--- config.mk ---
export PLATFORM = sky130hd
export DESIGN_NAME = sec_scan_counters
export DESIGN_NICKNAME = d
export VERILOG_FILES = /design/src/design/sec_pkg.sv /design/src/design/sec_scan_counters.sv /design/src/design/sec_bcd_counter.sv /design/src/design/sec_acc_timer.sv
export SDC_FILE = /design/constraint.sdc
export NUM_CORES = 1
export LEC_CHECK = 0
export ABC_AREA = 0
export BUFFER_PORTS_ARGS = -buffer_cell sky130_fd_sc_hd__buf_4
export CAP_MARGIN = 5
export CORE_ASPECT_RATIO = 0.75
export CORE_UTILIZATION = 35
export DETAILED_ROUTE_END_ITERATION = 10
export HOLD_SLACK_MARGIN = 0.12
export SYNTH_ARGS = -nofsm -noshare
export SYNTH_HDL_FRONTEND = slang
export SYNTH_SLANG_ARGS = --single-unit
export TNS_END_PERCENT = 30
--- constraint.sdc ---
create_clock -name clk -period 3.9 [get_ports clk]
set_clock_uncertainty 0.1 [all_clocks]
set_input_delay 0.78 -clock clk [delete_from_list [all_inputs] [get_ports clk]]
set_output_delay 0.78 -clock clk [all_outputs]
set_load 0.01 [all_outputs]
--- src/design/sec_pkg.sv ---
package sec_pkg;

   // Clock and time base
   localparam int CLK_MHZ         = 250;
   localparam int SCAN_PERIOD_US  = 1000;
   localparam int SCAN_CYCLES     = SCAN_PERIOD_US * CLK_MHZ;
   localparam int TENTH_PERIOD_MS = 100;
   localparam int TENTH_CYCLES    = TENTH_PERIOD_MS * 1000 * CLK_MHZ;

   // Counter population: edge counters first, stage counters after them
   localparam int N_EDGE  = 4;
   localparam int N_STAGE = 4;
   localparam int N_CT    = N_EDGE + N_STAGE;
   localparam int N_PINS  = 2 * N_EDGE + N_STAGE + 2;

   // Word indices; byte address is four times the index
   localparam logic [9:0] IDX_TMR_CV_LO  = 10'h000;
   localparam logic [9:0] IDX_TMR_CV_HI  = 10'h001;
   localparam logic [9:0] IDX_CTRL       = 10'h020;
   localparam logic [9:0] IDX_CT_PRESET  = 10'h040;
   localparam logic [9:0] IDX_TMR_PRE_LO = 10'h050;
   localparam logic [9:0] IDX_TMR_PRE_HI = 10'h051;
   localparam logic [9:0] IDX_STAGE_RST  = 10'h058;
   localparam logic [9:0] IDX_CT_STATUS  = 10'h060;
   localparam logic [9:0] IDX_TMR_STATUS = 10'h061;
   localparam logic [9:0] IDX_IRQ_STATUS = 10'h068;
   localparam logic [9:0] IDX_IRQ_MASK   = 10'h069;
   localparam logic [9:0] IDX_CT_CV_BASE = 10'h200;  // Octal 1000

   // Fields and reset values
   localparam int          CTRL_RUN_BIT     = 0;
   localparam logic [31:0] CTRL_RESET       = 32'h0000_0001;
   localparam logic [15:0] CT_PRESET_RESET  = 16'h9999;
   localparam logic [31:0] TMR_PRESET_RESET = 32'h9999_9999;
   localparam logic [15:0] CT_CV_MAX        = 16'h9999;
   localparam logic [31:0] TMR_CV_MAX       = 32'h9999_9999;

   // Decimal increment of packed BCD digits
   function automatic logic [31:0] sec_bcd_inc(input logic [31:0] v);
      logic [31:0] r;
      logic        carry;
      r     = v;
      carry = 1'b1;
      for (int d = 0; d < 8; d++) begin
         if (carry) begin
            if (v[4*d +: 4] == 4'h9) begin
               r[4*d +: 4] = 4'h0;
            end else begin
               r[4*d +: 4] = v[4*d +: 4] + 4'h1;
               carry       = 1'b0;
            end
         end
      end
      return r;
   endfunction

endpackage

--- src/design/sec_scan_counters.sv ---
// Contract
// RULE1 - Edge counter adds one per rising input
// RULE2 - Reset input held on forces zero
// RULE3 - Keeps counting past preset, saturates 9999
// RULE4 - At ceiling value holds until reset
// RULE5 - Status on when value at least preset
// RULE6 - Current value at word index plus 1000
// RULE7 - Counter n maps to status bit n
// RULE8 - Preset is BCD constant 0 to 9999
// RULE9 - Reset clears status and zeroes value
// RULE10 - Stage counter single input counts rises
// RULE11 - Stage counter holds until reset command
// RULE12 - Stage status sticky; reset command clears both
// RULE13 - Input must be stable one scan first
// RULE14 - Timer pauses and resumes keeping value
// RULE15 - Timer reset clears status and value
// RULE16 - Timer eight digits span two words
// RULE17 - Edge compares this scan with previous
// RULE18 - Values held as four-digit BCD
//
// Our own choices: the Wishbone interface to the registers and the address map.
module sec_scan_counters
   import sec_pkg::*;
#(
   parameter int SCAN_DIV  = SCAN_CYCLES,   // Cycles per scan
   parameter int TENTH_DIV = TENTH_CYCLES   // Cycles per timer tick
) (
   input  wire logic                clk,             // 250 MHz clock
   input  wire logic                rst_n,           // Synchronous reset
   input  wire logic                wb_cyc_i,        // Bus cycle
   input  wire logic                wb_stb_i,        // Bus strobe
   input  wire logic                wb_we_i,         // Write enable
   input  wire logic [11:0]         wb_adr_i,        // Byte address
   input  wire logic [3:0]          wb_sel_i,        // Byte lanes
   input  wire logic [31:0]         wb_dat_i,        // Write data
   output logic      [31:0]         wb_dat_o,        // Read data
   output logic                     wb_ack_o,        // Acknowledge
   output logic                     irq,             // Level interrupt
   input  wire logic [N_EDGE-1:0]   edge_count_in,   // Edge counter inputs
   input  wire logic [N_EDGE-1:0]   edge_reset_in,   // Edge counter resets
   input  wire logic [N_STAGE-1:0]  stage_count_in,  // Stage counter inputs
   input  wire logic                timer_enable_in, // Timer enable
   input  wire logic                timer_reset_in,  // Timer reset
   output logic      [N_CT-1:0]     ct_status_out,   // Counter status bits
   output logic                     timer_status_out // Timer status bit
);

   // Input synchronisers
   logic [N_PINS-1:0] pin_meta;
   logic [N_PINS-1:0] pin_sync;

   always_ff @(posedge clk) begin
      if (!rst_n) begin
         pin_meta <= '0;
         pin_sync <= '0;
      end else begin
         pin_meta <= {timer_reset_in, timer_enable_in, stage_count_in,
                      edge_reset_in, edge_count_in};
         pin_sync <= pin_meta;
      end
   end

   wire logic [N_EDGE-1:0]  edge_cnt_s  = pin_sync[N_EDGE-1:0];
   wire logic [N_EDGE-1:0]  edge_rst_s  = pin_sync[2*N_EDGE-1:N_EDGE];
   wire logic [N_STAGE-1:0] stage_cnt_s = pin_sync[2*N_EDGE+N_STAGE-1:2*N_EDGE];
   wire logic               tmr_en_s    = pin_sync[N_PINS-2];
   wire logic               tmr_rst_s   = pin_sync[N_PINS-1];

   // Registers written by software; irq_status is set by status edges and cleared by reading
   logic [31:0] ctrl;
   logic [15:0] ct_preset [N_CT];
   logic [31:0] tmr_preset;
   logic [N_STAGE-1:0] stage_pend;
   logic [N_CT:0] irq_status;
   logic [N_CT:0] irq_mask;

   wire logic run = ctrl[CTRL_RUN_BIT];

   // Scan and tenth-second dividers; stopping the scan freezes counters
   logic [31:0] scan_cnt;
   logic [31:0] tenth_cnt;
   logic        scan_tick;
   logic        tenth_tick;

   wire logic scan_wrap  = (scan_cnt == 32'(SCAN_DIV - 1));
   wire logic tenth_wrap = (tenth_cnt == 32'(TENTH_DIV - 1));

   always_ff @(posedge clk) begin
      if (!rst_n || !run) begin
         scan_cnt  <= 32'h0000_0000;
         scan_tick <= 1'b0;
      end else begin
         scan_cnt  <= scan_wrap ? 32'h0000_0000 : scan_cnt + 32'h0000_0001;
         scan_tick <= scan_wrap;
      end
   end

   always_ff @(posedge clk) begin
      if (!rst_n || !run) begin
         tenth_cnt  <= 32'h0000_0000;
         tenth_tick <= 1'b0;
      end else begin
         tenth_cnt  <= tenth_wrap ? 32'h0000_0000 : tenth_cnt + 32'h0000_0001;
         tenth_tick <= tenth_wrap;
      end
   end

   // Counters: indices below N_EDGE are edge counters, the rest stage counters
   logic [15:0]     ct_value [N_CT];
   logic [N_CT-1:0] ct_status;

   genvar gi;
   generate
      for (gi = 0; gi < N_CT; gi++) begin : g_ct
         if (gi < N_EDGE) begin : g_edge
            sec_bcd_counter #(.STICKY(1'b0)) u_ct (
               .clk       (clk),
               .rst_n     (rst_n),
               .scan_tick (scan_tick),
               .count_in  (edge_cnt_s[gi]),
               .clear     (edge_rst_s[gi]),  // RULE2
               .preset    (ct_preset[gi]),
               .value     (ct_value[gi]),
               .status    (ct_status[gi])  // RULE7
            );
         end else begin : g_stage
            sec_bcd_counter #(.STICKY(1'b1)) u_ct (
               .clk       (clk),
               .rst_n     (rst_n),
               .scan_tick (scan_tick),
               .count_in  (stage_cnt_s[gi-N_EDGE]),
               .clear     (stage_pend[gi-N_EDGE]),  // RULE11
               .preset    (ct_preset[gi]),
               .value     (ct_value[gi]),
               .status    (ct_status[gi])  // RULE7
            );
         end
      end
   endgenerate

   logic [31:0] tmr_value;
   logic        tmr_status;

   sec_acc_timer u_tmr (
      .clk        (clk),
      .rst_n      (rst_n),
      .tenth_tick (tenth_tick),
      .enable     (tmr_en_s),
      .reset      (tmr_rst_s),
      .preset     (tmr_preset),
      .value      (tmr_value),
      .status     (tmr_status)
   );

   assign ct_status_out    = ct_status;
   assign timer_status_out = tmr_status;

   // Wishbone decode
   wire logic [9:0] idx   = wb_adr_i[11:2];
   wire logic       req   = wb_cyc_i & wb_stb_i & ~wb_ack_o;
   wire logic       wr    = req & wb_we_i;
   wire logic       rd    = req & ~wb_we_i;
   wire logic [31:0] lane = {{8{wb_sel_i[3]}}, {8{wb_sel_i[2]}},
                             {8{wb_sel_i[1]}}, {8{wb_sel_i[0]}}};

   wire logic       hit_cv     = (idx[9:3] == IDX_CT_CV_BASE[9:3]);  // RULE6
   wire logic       hit_preset = (idx[9:3] == IDX_CT_PRESET[9:3]);
   wire logic [2:0] sub        = idx[2:0];
   wire logic       wr_ctrl    = wr & (idx == IDX_CTRL);
   wire logic       wr_tpre_lo = wr & (idx == IDX_TMR_PRE_LO);
   wire logic       wr_tpre_hi = wr & (idx == IDX_TMR_PRE_HI);
   wire logic       wr_stage   = wr & (idx == IDX_STAGE_RST);
   wire logic       wr_mask    = wr & (idx == IDX_IRQ_MASK);
   wire logic       rd_irq     = rd & (idx == IDX_IRQ_STATUS);

   wire logic [31:0] merged = (wb_dat_i & lane);

   // Read selection; unmapped words read zero
   wire logic [31:0] rd_word =
      hit_cv                    ? {16'h0000, ct_value[sub]} :  // RULE6
      hit_preset                ? {16'h0000, ct_preset[sub]} :
      (idx == IDX_TMR_CV_LO)    ? {16'h0000, tmr_value[15:0]} :  // RULE16
      (idx == IDX_TMR_CV_HI)    ? {16'h0000, tmr_value[31:16]} :  // RULE16
      (idx == IDX_CTRL)         ? ctrl :
      (idx == IDX_TMR_PRE_LO)   ? {16'h0000, tmr_preset[15:0]} :
      (idx == IDX_TMR_PRE_HI)   ? {16'h0000, tmr_preset[31:16]} :
      (idx == IDX_STAGE_RST)    ? {{(32-N_STAGE){1'b0}}, stage_pend} :
      (idx == IDX_CT_STATUS)    ? {{(32-N_CT){1'b0}}, ct_status} :  // RULE7
      (idx == IDX_TMR_STATUS)   ? {31'h0000_0000, tmr_status} :
      (idx == IDX_IRQ_STATUS)   ? {{(31-N_CT){1'b0}}, irq_status} :
      (idx == IDX_IRQ_MASK)     ? {{(31-N_CT){1'b0}}, irq_mask} :
      32'h0000_0000;

   always_ff @(posedge clk) begin
      if (!rst_n) begin
         wb_ack_o <= 1'b0;
         wb_dat_o <= 32'h0000_0000;
      end else begin
         wb_ack_o <= req;
         wb_dat_o <= req ? rd_word : wb_dat_o;
      end
   end

   // Writable registers; byte lanes outside 16-bit words are dropped
   always_ff @(posedge clk) begin
      if (!rst_n) begin
         ctrl <= CTRL_RESET;
      end else if (wr_ctrl) begin
         ctrl <= {31'h0000_0000, merged[CTRL_RUN_BIT] | (ctrl[CTRL_RUN_BIT] & ~lane[0])};
      end
   end

   generate
      for (gi = 0; gi < N_CT; gi++) begin : g_pre
         always_ff @(posedge clk) begin
            if (!rst_n) begin
               ct_preset[gi] <= CT_PRESET_RESET;
            end else if (wr && hit_preset && sub == 3'(gi)) begin
               // Software must write valid BCD digits only
               ct_preset[gi] <= merged[15:0] | (ct_preset[gi] & ~lane[15:0]);  // RULE8
            end
         end
      end
   endgenerate

   always_ff @(posedge clk) begin
      if (!rst_n) begin
         tmr_preset <= TMR_PRESET_RESET;
      end else if (wr_tpre_lo) begin
         tmr_preset[15:0] <= merged[15:0] | (tmr_preset[15:0] & ~lane[15:0]);
      end else if (wr_tpre_hi) begin
         tmr_preset[31:16] <= merged[15:0] | (tmr_preset[31:16] & ~lane[15:0]);  // RULE16
      end
   end

   // Reset commands wait for the next scan so the counter applies them once
   wire logic [N_STAGE-1:0] stage_req = wr_stage ? merged[N_STAGE-1:0] : '0;

   always_ff @(posedge clk) begin
      if (!rst_n) begin
         stage_pend <= '0;
      end else begin
         stage_pend <= (stage_pend & ~{N_STAGE{scan_tick}}) | stage_req;  // RULE11 RULE12
      end
   end

   // Interrupts: rising status edges, cleared by reading, set wins
   logic [N_CT:0] status_prev;

   wire logic [N_CT:0] status_now = {tmr_status, ct_status};
   wire logic [N_CT:0] evt        = status_now & ~status_prev;
   wire logic [N_CT:0] rd_clear   = rd_irq ? '1 : '0;

   always_ff @(posedge clk) begin
      if (!rst_n) begin
         status_prev <= '0;
         irq_status  <= '0;
      end else begin
         status_prev <= status_now;
         irq_status  <= (irq_status & ~rd_clear) | evt;
      end
   end

   always_ff @(posedge clk) begin
      if (!rst_n) begin
         irq_mask <= '0;
      end else if (wr_mask) begin
         irq_mask <= merged[N_CT:0] | (irq_mask & ~lane[N_CT:0]);
      end
   end

   assign irq = |(irq_status & irq_mask);

endmodule // sec_scan_counters

--- src/design/sec_bcd_counter.sv ---
module sec_bcd_counter
   import sec_pkg::*;
#(
   parameter bit STICKY = 1'b0
) (
   input  wire logic        clk,        // System clock
   input  wire logic        rst_n,      // Synchronous reset
   input  wire logic        scan_tick,  // One pulse per scan
   input  wire logic        count_in,   // Synchronised count input
   input  wire logic        clear,      // Reset level or reset command
   input  wire logic [15:0] preset,     // BCD preset
   output logic      [15:0] value,      // BCD current value
   output logic             status      // Preset reached
);

   logic        prev_in;
   logic [15:0] next_value;
   logic        next_status;

   wire logic        rise     = count_in & ~prev_in;  // RULE17
   wire logic [31:0] inc_wide = sec_bcd_inc({16'h0000, value});  // RULE18
   wire logic        at_max   = (value == CT_CV_MAX);  // RULE3
   wire logic        meets    = (value >= preset);  // RULE5

   always_comb begin
      next_value = value;
      if (clear) begin
         next_value = 16'h0000;  // RULE2 RULE9 RULE11
      end else if (rise && !at_max) begin
         next_value = inc_wide[15:0];  // RULE1 RULE10 RULE4
      end
   end

   // Stage variant latches the flag; only a reset drops it
   assign next_status = clear ? 1'b0 : (meets | (STICKY & status));  // RULE12

   always_ff @(posedge clk) begin
      if (!rst_n) begin
         prev_in <= 1'b0;
         value   <= 16'h0000;
      end else if (scan_tick) begin
         prev_in <= count_in;  // RULE17 RULE13
         value   <= next_value;
      end
   end

   always_ff @(posedge clk) begin
      if (!rst_n) begin
         status <= 1'b0;
      end else if (scan_tick) begin
         status <= next_status;  // RULE5
      end
   end

endmodule // sec_bcd_counter

--- src/design/sec_acc_timer.sv ---
module sec_acc_timer
   import sec_pkg::*;
(
   input  wire logic        clk,         // System clock
   input  wire logic        rst_n,       // Synchronous reset
   input  wire logic        tenth_tick,  // One pulse per tenth second
   input  wire logic        enable,      // Synchronised enable
   input  wire logic        reset,       // Synchronised reset
   input  wire logic [31:0] preset,      // Eight-digit BCD preset
   output logic      [31:0] value,       // Eight-digit BCD value
   output logic             status       // Preset reached
);

   wire logic [31:0] inc_value = sec_bcd_inc(value);
   wire logic        advance   = tenth_tick & enable & (value != TMR_CV_MAX);

   always_ff @(posedge clk) begin
      if (!rst_n) begin
         value <= 32'h0000_0000;
      end else if (reset) begin
         value <= 32'h0000_0000;  // RULE15
      end else if (advance) begin
         value <= inc_value;  // RULE14
      end
   end

   always_ff @(posedge clk) begin
      if (!rst_n) begin
         status <= 1'b0;
      end else begin
         status <= !reset && (value >= preset);  // RULE15
      end
   end

endmodule // sec_acc_timer

==> reports/results.txt <==
status: finished with violations
violated checks: design-rule violations
# setup viols final: 0
vias in the first global route: 20900
post-route ant nets: 0
CTS hold repair buffers: 0
Leak: 12.4 nW
initial antenna violation count: 0
Mapped Area: 28100 µm²
clock buffer depth: 3
fraction of registers with async set/reset: 0
Die H: 248 µm
final hold vios: 0
Post-layout nets: 3387
met2 WL: 33900 µm
synth unique cells: 80
Worst path slowest cell: nor4b_1
Top Layer Used: met4
first-pass GRT wire length: 133000 µm
vias: 22900
P per Cell Area: 341 nW/µm²
layout cells sized above 1: 0.0998
FF+latch count, synth: 480
Post-Syn Instances: 3049
Die W: 329 µm
Final Slew Violations: 0
CTS Root Cell: clkbuf_16
Setup Buffers After CTS: 0
Synth warnings: 0
CORE AREA: 79100 µm²
depth of the CTS H-tree: 2
Top Family by Delay on Critical Path: simple AND/OR/NAND/NOR gates
area growth from synthesis to layout: 11.9%
Crit path required time: 4.34 ns
drt total wl: 87900 µm
die area: 81500 µm²
crit path time final: 3.08 ns
grt total ovfl: 0
crit path cell chain: inv_1 -> nor4b_1 -> a32oi_1 -> or3_1 -> a21oi_1
HPWL Detailed: 66700 µm
Vias per Instance: 5.49
CTS tree: yes
Starting Density: 0.356
count of TritonRoute iterations in the first routing pass: 9
normalized max-slew margin: 0.220
Critical path buffers and inverters: 1
HP Class: primary input to flop
filler cell count: 7890
drt initial violations: 2314
mean routed wirelength per cell: 21.0 µm
met3 WL: 8600 µm
post-CTS sizing: 0
clock sink total: 480
drt drc: 1
CP Capture Type: flop
pin count of the biggest net entering global routing: 55
final setup TNS: 0 ns
routability-driven placement congestion ratio: 0.948
maximum clock frequency: 324 MHz
CTS Buf Count: 50
Seq/Total Area, Yosys: 0.387
delay of the slowest critical-path stage: 0.88 ns
Clock Pin Slew Worst Setup and Hold Paths: 0.06 ns
CP arrival: 3.53 ns
count of boundary I/O pins: 110
Worst VDD drop: 0.372 mV
Tot GR Track Use: 0.213
EDFF count, synth: 128
max cap viols: 0
Worst Max-Slew Pin Slew: 1.17 ns
M1 wire length: 43900 µm
antenna cell count: 0
Setup crit start kind: flop
RSZ-0062 raised after global routing: false
Crit Path Max Fanout: 22
pre-CTS setup slack: 0.668 ns
Worst-Skew Late Latency: 0.63 ns
fin crit share: 0.791
most common cell after layout, fill and taps aside: dfxtp_1
most frequent cells in the layout: 351 x dfxtp_1, 253 x nand2_1, 250 x nor2_1
Synth Area per Inst: 9.22 µm²
Primary FF master, synth: dfxtp_1
FP Rows: 89
Worst Slack Setup Final: 0.815 ns
IO Port Bufs: 73
Crit Path Category: flop to flop
-- state kept, by name, summed over array words and instances (netlist names), 4 cells and up, named ones only --
register and count:
ct_preset 128, g_ct.g_edge.u_ct.value 64, g_ct.g_stage.u_ct.value 64, scan_cnt 32, tenth_cnt 32, u_tmr.value 32, wb_dat_o 16, pin_meta 14
pin_sync 14, irq_status 9, status_prev 9, g_ct.g_edge.u_ct.prev_in 4, g_ct.g_edge.u_ct.status 4, g_ct.g_stage.u_ct.prev_in 4, g_ct.g_stage.u_ct.status 4, stage_pend 4
-- cells in the mapped netlist (all sizes together), types with 80 or more instances --
master / instances / share of area
o211ai: 87 / 0.023
buf: 82 / 0.017
a21oi: 82 / 0.015
xor2: 84 / 0.026
inv: 225 / 0.030
dfxtp: 352 / 0.25
nand3: 92 / 0.016
nand2: 253 / 0.034
and2: 105 / 0.023
clkbuf: 80 / 0.011
nor2: 253 / 0.034
o21ai: 191 / 0.034
edfxtp: 128 / 0.14
ha: 226 / 0.10
-- cell families (layout without fill, tap and decap cells) --
logic type	count (synthesis)	in the layout	synth area share
mux	102	102	0.0650
simple gates	1105	1105	0.205
other cells	1	16	0.000133
compound gates	615	615	0.143
buf+inv	387	458	0.0579
fa+ha+maj	226	226	0.101
xor+xnor	133	133	0.0414
flops	480	480	0.387
-- metal layers --
metal	up-vias	track usage
met5	-	0
met4	0	0.0433
met3	91	0.0493
met2	915	0.284
met1	10900	0.340
li1	11000	-
-- area by class of cell --
cell class                      count  area (µm²)  share of cell area
Multi-Input combinational cell   2197       15700               0.499
Sequential cell                   480       10900               0.346
Clock buffer                       74        1460              0.0462
Tap cell                         1046        1310              0.0416
Timing Repair Buffer              140        1070              0.0339
Inverter                          225         845              0.0268
Clock inverter                     19         206             0.00656
-- where the power goes --
part	internal, W	switching [W]
combinational	0.000196	0.000393
sequential	0.00516	0.0000394
clock	0.00280	0.00215
total	0.00815	0.00259
-- stage by stage --
stage                     power (W)  std cells  hold WS (ns)  instance area [µm²]   util
after floorplan             0.00565       3064         0.299                28200      -
after global placement      0.00588       4088         0.301                29800  0.377
after detailed placement    0.00589       4088         0.310                29800  0.377
after CTS                    0.0108       4181         0.238                31500  0.398
after global routing         0.0111       4181         0.254                31500  0.398
final                        0.0107       4181         0.271                31500  0.398
-- final timing paths --
check / slack (ns) / end / from / depth (start not counted)
worst max-delay path: 0.82 / g_ct[4].g_stage.u_ct.value[15]$_SDFFE_PN0P_ / scan_tick$_SDFF_PP0_ / 5
worst min-delay path: 0.27 / pin_meta[7]$_SDFF_PN0_ / edge_reset_in[3] / 2
worst max register to register: 0.82 / g_ct[4].g_stage.u_ct.value[15]$_SDFFE_PN0P_ / scan_tick$_SDFF_PP0_ / 5
worst min register to register: 0.31 / irq_status[5]$_SDFF_PN0_ / status_prev[5]$_SDFF_PN0_ / 1
-- worst reg2reg max path, stage by stage, from the launching register on --
cell     delay (ns)
dfxtp_4        0.55
inv_1          0.13
nor4b_1        0.88
a32oi_1        0.68
or3_1          0.54
a21oi_1        0.14
Power figures use the tool's default switching activity.
